==> src/gpw_defs.svh <==
`ifndef GPW_DEFS_SVH
`define GPW_DEFS_SVH
`define GPW_ADDR_W 4
`define GPW_OFS_PA 4'h0
`define GPW_OFS_A_DIR 4'h1
`define GPW_OFS_A_PU 4'h2
`define GPW_OFS_A_WAKE 4'h3
`define GPW_OFS_PB 4'h4
`define GPW_OFS_B_DIR 4'h5
`define GPW_OFS_B_PU 4'h6
`define GPW_OFS_PC 4'h8
`define GPW_OFS_C_DIR 4'h9
`define GPW_OFS_C_PU 4'hA
`define GPW_OFS_PD 4'hC
`define GPW_OFS_D_DIR 4'hD
`define GPW_OFS_D_PU 4'hE
`define GPW_RST_DATA 8'hFF
`define GPW_RST_DIR 8'hFF
`define GPW_RST_PU 8'h00
`define GPW_RST_WAKE 8'h00
`define GPW_MASK_FULL 8'hFF
`define GPW_MASK_A_PU 8'h7F
`define GPW_MASK_PD 8'h03
`endif

==> src/gpw_pkg.sv <==
package gpw_pkg;
  typedef struct packed {
    logic [7:0] dat;
    logic [7:0] dir;
    logic [7:0] pu;
  } gpw_port_cfg_t;
  typedef enum logic [1:0] {
    GPW_AWAKE = 2'b00,
    GPW_ASLEEP = 2'b01,
    GPW_WAKING = 2'b11
  } gpw_state_t;
endpackage

==> src/gpw_ports.sv <==
`timescale 1ns/10ps
`default_nettype none
`include "gpw_defs.svh"
module gpw_ports #(
  parameter logic [7:0] PD_MASK = `GPW_MASK_PD
) (
  // Clock and reset.
  input wire logic sys_clk,
  input wire logic rst,
  // Data memory access port.
  input wire logic [`GPW_ADDR_W-1:0] mem_addr,
  input wire logic mem_wr,
  input wire logic mem_rd,
  input wire logic [7:0] mem_wdata,
  output logic [7:0] mem_rdata,
  // Sleep control.
  input wire logic sleep,
  output logic wake_req,
  // Pins, four ports of eight.
  input wire logic [31:0] pin_in,
  output logic [31:0] pin_out,
  output logic [31:0] pin_oe,
  output logic [31:0] pin_pullup
);
  gpw_pkg::gpw_port_cfg_t cfg_r [4];
  logic [7:0] wake_en_r;
  logic [7:0] pa_prev_r;
  logic [7:0] rdata_r;
  logic wake_r;
  logic [31:0] out_r, oe_r, pu_r;
  gpw_pkg::gpw_state_t st_r, st_nxt;

  wire [1:0] sel_port = mem_addr[3:2];
  wire [1:0] sel_reg = mem_addr[1:0];
  wire [7:0] dir_mask [4];
  wire [7:0] pu_mask [4];
  assign dir_mask[0] = `GPW_MASK_FULL;
  assign dir_mask[1] = `GPW_MASK_FULL;
  assign dir_mask[2] = `GPW_MASK_FULL;
  assign dir_mask[3] = PD_MASK;
  assign pu_mask[0] = `GPW_MASK_A_PU;
  assign pu_mask[1] = `GPW_MASK_FULL;
  assign pu_mask[2] = `GPW_MASK_FULL;
  assign pu_mask[3] = PD_MASK;

  // Output pins show the latch, inputs show the live pin, per bit.
  wire [7:0] port_view [4];
  genvar g;
  generate
    for (g = 0; g < 4; g++)
    begin : g_port
      assign port_view[g] = (cfg_r[g].dat & ~cfg_r[g].dir) | (pin_in[g*8 +: 8] & cfg_r[g].dir);
    end
  endgenerate

  wire wake_sel = (mem_addr == `GPW_OFS_A_WAKE);
  wire [7:0] rd_mux =
    wake_sel ? wake_en_r :
    (sel_reg == 2'h0) ? (port_view[sel_port] & dir_mask[sel_port]) :
    (sel_reg == 2'h1) ? (cfg_r[sel_port].dir & dir_mask[sel_port]) :
    (sel_reg == 2'h2) ? (cfg_r[sel_port].pu & pu_mask[sel_port]) : 8'h00;

  // Falling edges on wake-enabled port A pins.
  wire [7:0] pa_fall = pa_prev_r & ~pin_in[7:0] & wake_en_r;
  wire any_fall = |pa_fall;

  always_comb
  begin
    st_nxt = st_r;
    case (st_r)
      gpw_pkg::GPW_AWAKE: if (sleep) st_nxt = gpw_pkg::GPW_ASLEEP;
      gpw_pkg::GPW_ASLEEP:
        if (!sleep) st_nxt = gpw_pkg::GPW_AWAKE;
        else if (any_fall) st_nxt = gpw_pkg::GPW_WAKING;
      gpw_pkg::GPW_WAKING: if (!sleep) st_nxt = gpw_pkg::GPW_AWAKE;
      default: st_nxt = gpw_pkg::GPW_AWAKE;
    endcase
  end

  always_ff @(posedge sys_clk or posedge rst)
  begin
    if (rst)
    begin
      for (int i = 0; i < 4; i++)
      begin
        cfg_r[i].dat <= `GPW_RST_DATA;
        cfg_r[i].dir <= `GPW_RST_DIR;
        cfg_r[i].pu <= `GPW_RST_PU;
      end
      wake_en_r <= `GPW_RST_WAKE;
    end
    else if (mem_wr)
    begin
      if (wake_sel)
        wake_en_r <= mem_wdata;
      else if (sel_reg == 2'h0)
        cfg_r[sel_port].dat <= mem_wdata & dir_mask[sel_port];
      else if (sel_reg == 2'h1)
        cfg_r[sel_port].dir <= (mem_wdata & dir_mask[sel_port]) | ~dir_mask[sel_port];
      else if (sel_reg == 2'h2)
        cfg_r[sel_port].pu <= mem_wdata & pu_mask[sel_port];
    end
  end

  always_ff @(posedge sys_clk or posedge rst)
  begin
    if (rst)
    begin
      st_r <= gpw_pkg::GPW_AWAKE;
      pa_prev_r <= 8'hFF;
      wake_r <= 1'b0;
      rdata_r <= 8'h00;
    end
    else
    begin
      st_r <= st_nxt;
      pa_prev_r <= pin_in[7:0];
      wake_r <= (st_nxt == gpw_pkg::GPW_WAKING);
      if (mem_rd)
        rdata_r <= rd_mux;
    end
  end

  // Pin drivers: output when direction 0, pull-high only on inputs.
  always_ff @(posedge sys_clk or posedge rst)
  begin
    if (rst)
    begin
      out_r <= 32'hFFFFFFFF;
      oe_r <= 32'h00000000;
      pu_r <= 32'h00000000;
    end
    else
    begin
      for (int i = 0; i < 4; i++)
      begin
        out_r[i*8 +: 8] <= cfg_r[i].dat;
        oe_r[i*8 +: 8] <= ~cfg_r[i].dir & dir_mask[i];
        pu_r[i*8 +: 8] <= cfg_r[i].pu & cfg_r[i].dir & pu_mask[i];
      end
    end
  end

  assign mem_rdata = rdata_r;
  assign wake_req = wake_r;
  assign pin_out = out_r;
  assign pin_oe = oe_r;
  assign pin_pullup = pu_r;
endmodule // gpw_ports
`default_nettype wire

==> config.mk <==
export PLATFORM = sky130hd
export DESIGN_NAME = gpw_ports
export DESIGN_NICKNAME = d
export VERILOG_FILES = /design/src/gpw_pkg.sv /design/src/gpw_ports.sv
export VERILOG_INCLUDE_DIRS = /design/src
export SDC_FILE = /design/constraint.sdc
export NUM_CORES = 1
export LEC_CHECK = 0
export BUFFER_PORTS_ARGS = -buffer_cell sky130_fd_sc_hd__buf_2
export CAP_MARGIN = 10
export CORE_MARGIN = 1
export CORE_UTILIZATION = 50
export DETAILED_ROUTE_END_ITERATION = 10
export PLACE_DENSITY = 0.73
export SYNTH_ARGS = -nofsm -noshare
export SYNTH_HDL_FRONTEND = slang
export SYNTH_SLANG_ARGS = --single-unit
==> constraint.sdc <==
create_clock -name sys_clk -period 15.49 [get_ports sys_clk]
set_input_delay 3.098 -clock sys_clk [delete_from_list [all_inputs] [get_ports sys_clk]]
set_output_delay 3.098 -clock sys_clk [all_outputs]
set_load 0.01 [all_outputs]
==> key figures <==
Critical path
  – Req. time, crit path: approximately 16000 ps
  – Worst Path Buf+Inv: 2
  – Max incr delay on CP: approximately 530 ps
  – R2r setup slk: approximately 14000 ps
  – Crit path launch: mem_addr[2]
  – Reg2reg path depth: 4
  – Stages on the worst setup path: 6
  – Worst path top cell family by delay: buffers and inverters
  – Worst-path fanout max: 27
  – Critical Path AT: approximately 5400 ps
  – Crit end category: flip-flop
  – Startpoint types: primary input
  – CP Cell Sequence: buf_2 -> inv_1 -> ha_1 -> and3_1 -> nand2_1 -> mux2_2
  – Worst path slowest cell: buf_2
  – Critical Path Sink: wake_en_r[6]$_DFFE_PP0P_
  – WS Path Type: in2reg
  – R2R Path End: mem_rdata[4]$_DFFE_PP0P_
  – RR Startpoint: cfg_r[13]$_DFFE_PP1P_

Yosys
  – Syn Std Cell Area: 8270 µm²
  – Synth top area cells: dfstp_2 (32%), dfrtp_1 (31%), mux2_2 (6.7%)
  – Syn Area/Cell: between 10 and 15 µm²
  – Area leader, netlist: dfstp_2
  – Synth warnings: 0
  – Yosys reg bits: roughly 200
  – EDFF count, synth: 0
  – Synth top area share: 0.318
  – Cells after synthesis: 656
  – Ys async rst share: 1.00
  – Main synth FF type: dfrtp_1
  – Yosys cell types: 42
  – Post-synthesis sequential area ratio: 0.627

Timing
  – Fmax: between 0.15 and 0.2 GHz
  – Clk_skew: about 15 ps
  – Setup WS post-layout: about 10000 ps
  – RSZ-0062 raised after global routing: no
  – Slew HR: 0.259
  – Final min period: 5060 ps
  – Final setup violation count: 0
  – Slew Viols, Final: 0
  – Fin. Hold Viols: 0
  – TNS Setup: 0 ps
  – Slew @ Worst Pin: about 1100 ps
  – Period utilization: 0.326

Clock tree
  – Cts hold-fix bufs: 0
  – CTS tree: done
  – Post-CTS resize count: 0
  – Max H-tree Level: 1
  – Clk sink count: 202
  – Num CTS Buffers: 21
  – Root buffer cell: clkbuf_16
  – Worst-skew pair later-pin latency: 490 ps
  – Post-CTS Setup Bufs: 0
  – Max clock buf depth: 3
  – CTS clk-pin slew, worst paths: approximately 60 ps

Worst hold path
  – Hold path cells: 0
  – Tightest Hold Check Type: reg2reg

Power
  – Pwr Density: approximately 160 nW/µm²
  – Leakage: approximately 4.5 nW
  – Total chip power: 1.53 mW
  – Peak supply drop: just over 0.00009 V

Floorplanning
  – Die height: 131 µm
  – Row cnt: 46
  – Core area: around 16000 µm²
  – Starting Density: 0.517
  – Die width: roughly 130 µm
  – DIE AREA: 17100 µm²
  – Ports: ~150

Place
  – Area after DPL: 9030 µm²
  – Dpl ws: around 10000 ps
  – Placed cell count: around 1000
  – Post-DP HPWL: around 14000 µm
  – GP Congestion: roughly 0.93
  – Buffers on Ports: 140

Global route
  – Overflow after GRT: 0
  – Number of global-route vias before repair: between 5000 and 6000
  – Global-route wire length before repair: between 30000 and 40000 µm
  – Initial antenna violation count: 1
  – Largest net degree at the start of global routing: about 110
  – Global-route usage over all layers: 0.251

Route
  – # DRC: 0
  – First DRT Iteration DRCs: around 410
  – DRT Pass-1 Iters: 5
  – Final ANT Viol Nets: 0
  – Via count: about 5700
  – Post-Route WL: between 20000 and 25000 µm
  – Drt wl/cell: just over 20 µm
  – Vias per inst: approximately 5.5

Cells and area
  – Commonest non-fill, non-tap cells in the layout: buf_2 (140), dfrtp_1 (102), dfstp_2 (100)
  – Fin nets: 845
  – Share of post-route cells with drive strength above 1: 0.424
  – Most common cell after layout, fill and taps aside: buf_2
  – Area grow syn2layout: 18.7%
  – Post-route design area: between 9000 and 10000 µm²
  – Non-Filler Instances: ~1000

Run
  – Max-Cap Viols: 0

Status
  – Status: finished clean
worst min-delay path by stage:
stage,startpoint,endpoint,slack [ps]
after floorplan,cfg_r[88]$_DFFE_PP1P_,pin_out[0]$_DFF_PP1_,360
after global placement,cfg_r[18]$_DFFE_PP1P_,pin_out[26]$_DFF_PP1_,370
after detailed placement,cfg_r[70]$_DFFE_PP1P_,pin_out[14]$_DFF_PP1_,370
after CTS,cfg_r[45]$_DFFE_PP1P_,pin_out[21]$_DFF_PP1_,380
after global routing,cfg_r[45]$_DFFE_PP1P_,pin_out[21]$_DFF_PP1_,380
final,cfg_r[45]$_DFFE_PP1P_,pin_out[21]$_DFF_PP1_,380
state kept, by name, indices dropped and copies added (netlist names):
name and flops:
wake_req 1, pin_pullup 25, pa_prev_r 8, mem_rdata 8, wake_en_r 8, pin_out 32
cfg_r 92, st_r 2, pin_oe 26
metrics by stage:
stage	hold WS (ps)	util
after floorplan	358	-
after global placement	365	0.564
after detailed placement	366	0.564
after CTS	376	0.613
after global routing	377	0.613
final	376	0.613
layer usage:
metal  global-route usage  vias up  share of wire
met5                    0        -              0
met4               0.0872        0          0.026
met3               0.0371       43          0.073
met2                0.400      301           0.48
met1                0.354     2803           0.42
li1                     -     2515              -
cells by family (layout without fill, tap and decap cells):
kind of cell,after synthesis,in the layout,share of synthesized area
fa+ha+maj,5,5,0.00757
mux,89,89,0.136
other cells,1,14,0.000454
compound gates,120,120,0.0882
flops,202,202,0.627
simple gates,166,166,0.0943
buf+inv,73,210,0.0474
cell type report:
type,count,area [µm²]
fillers,1293,6190
repair buffers,141,708
multi-input cells,393,2740
diodes,1,2.50
inverters,32,128
well taps,216,270
clock buffers,27,621
flip-flops and latches,202,5180
clock inverters,10,161
synthesized netlist by cell type (7+ instances only):
master / count
mux2_2: 49
nand2_1: 86
inv_1: 31
and2_1: 28
dfstp_2: 100
o21ai_0: 70
nand3_1: 17
a21oi_1: 14
mux2i_1: 28
mux4_2: 7
nor2_1: 17
clkbuf_1: 17
a22oi_1: 7
buf_4: 13
dfrtp_1: 102
power by group:
group	switching [mW]	internal, mW	leakage [nW]
sequential	0.0778	0.666	2.31
clock	0.205	0.350	0.372
combinational	0.125	0.110	1.82
worst register-to-register path, cell delays in order, from the launching register on:
cell and delay, ps:
dfstp_2 800, mux2i_1 210, mux4_2 500, o2111a_1 250, a211oi_2 140
Power figures use the tool's default switching activity.
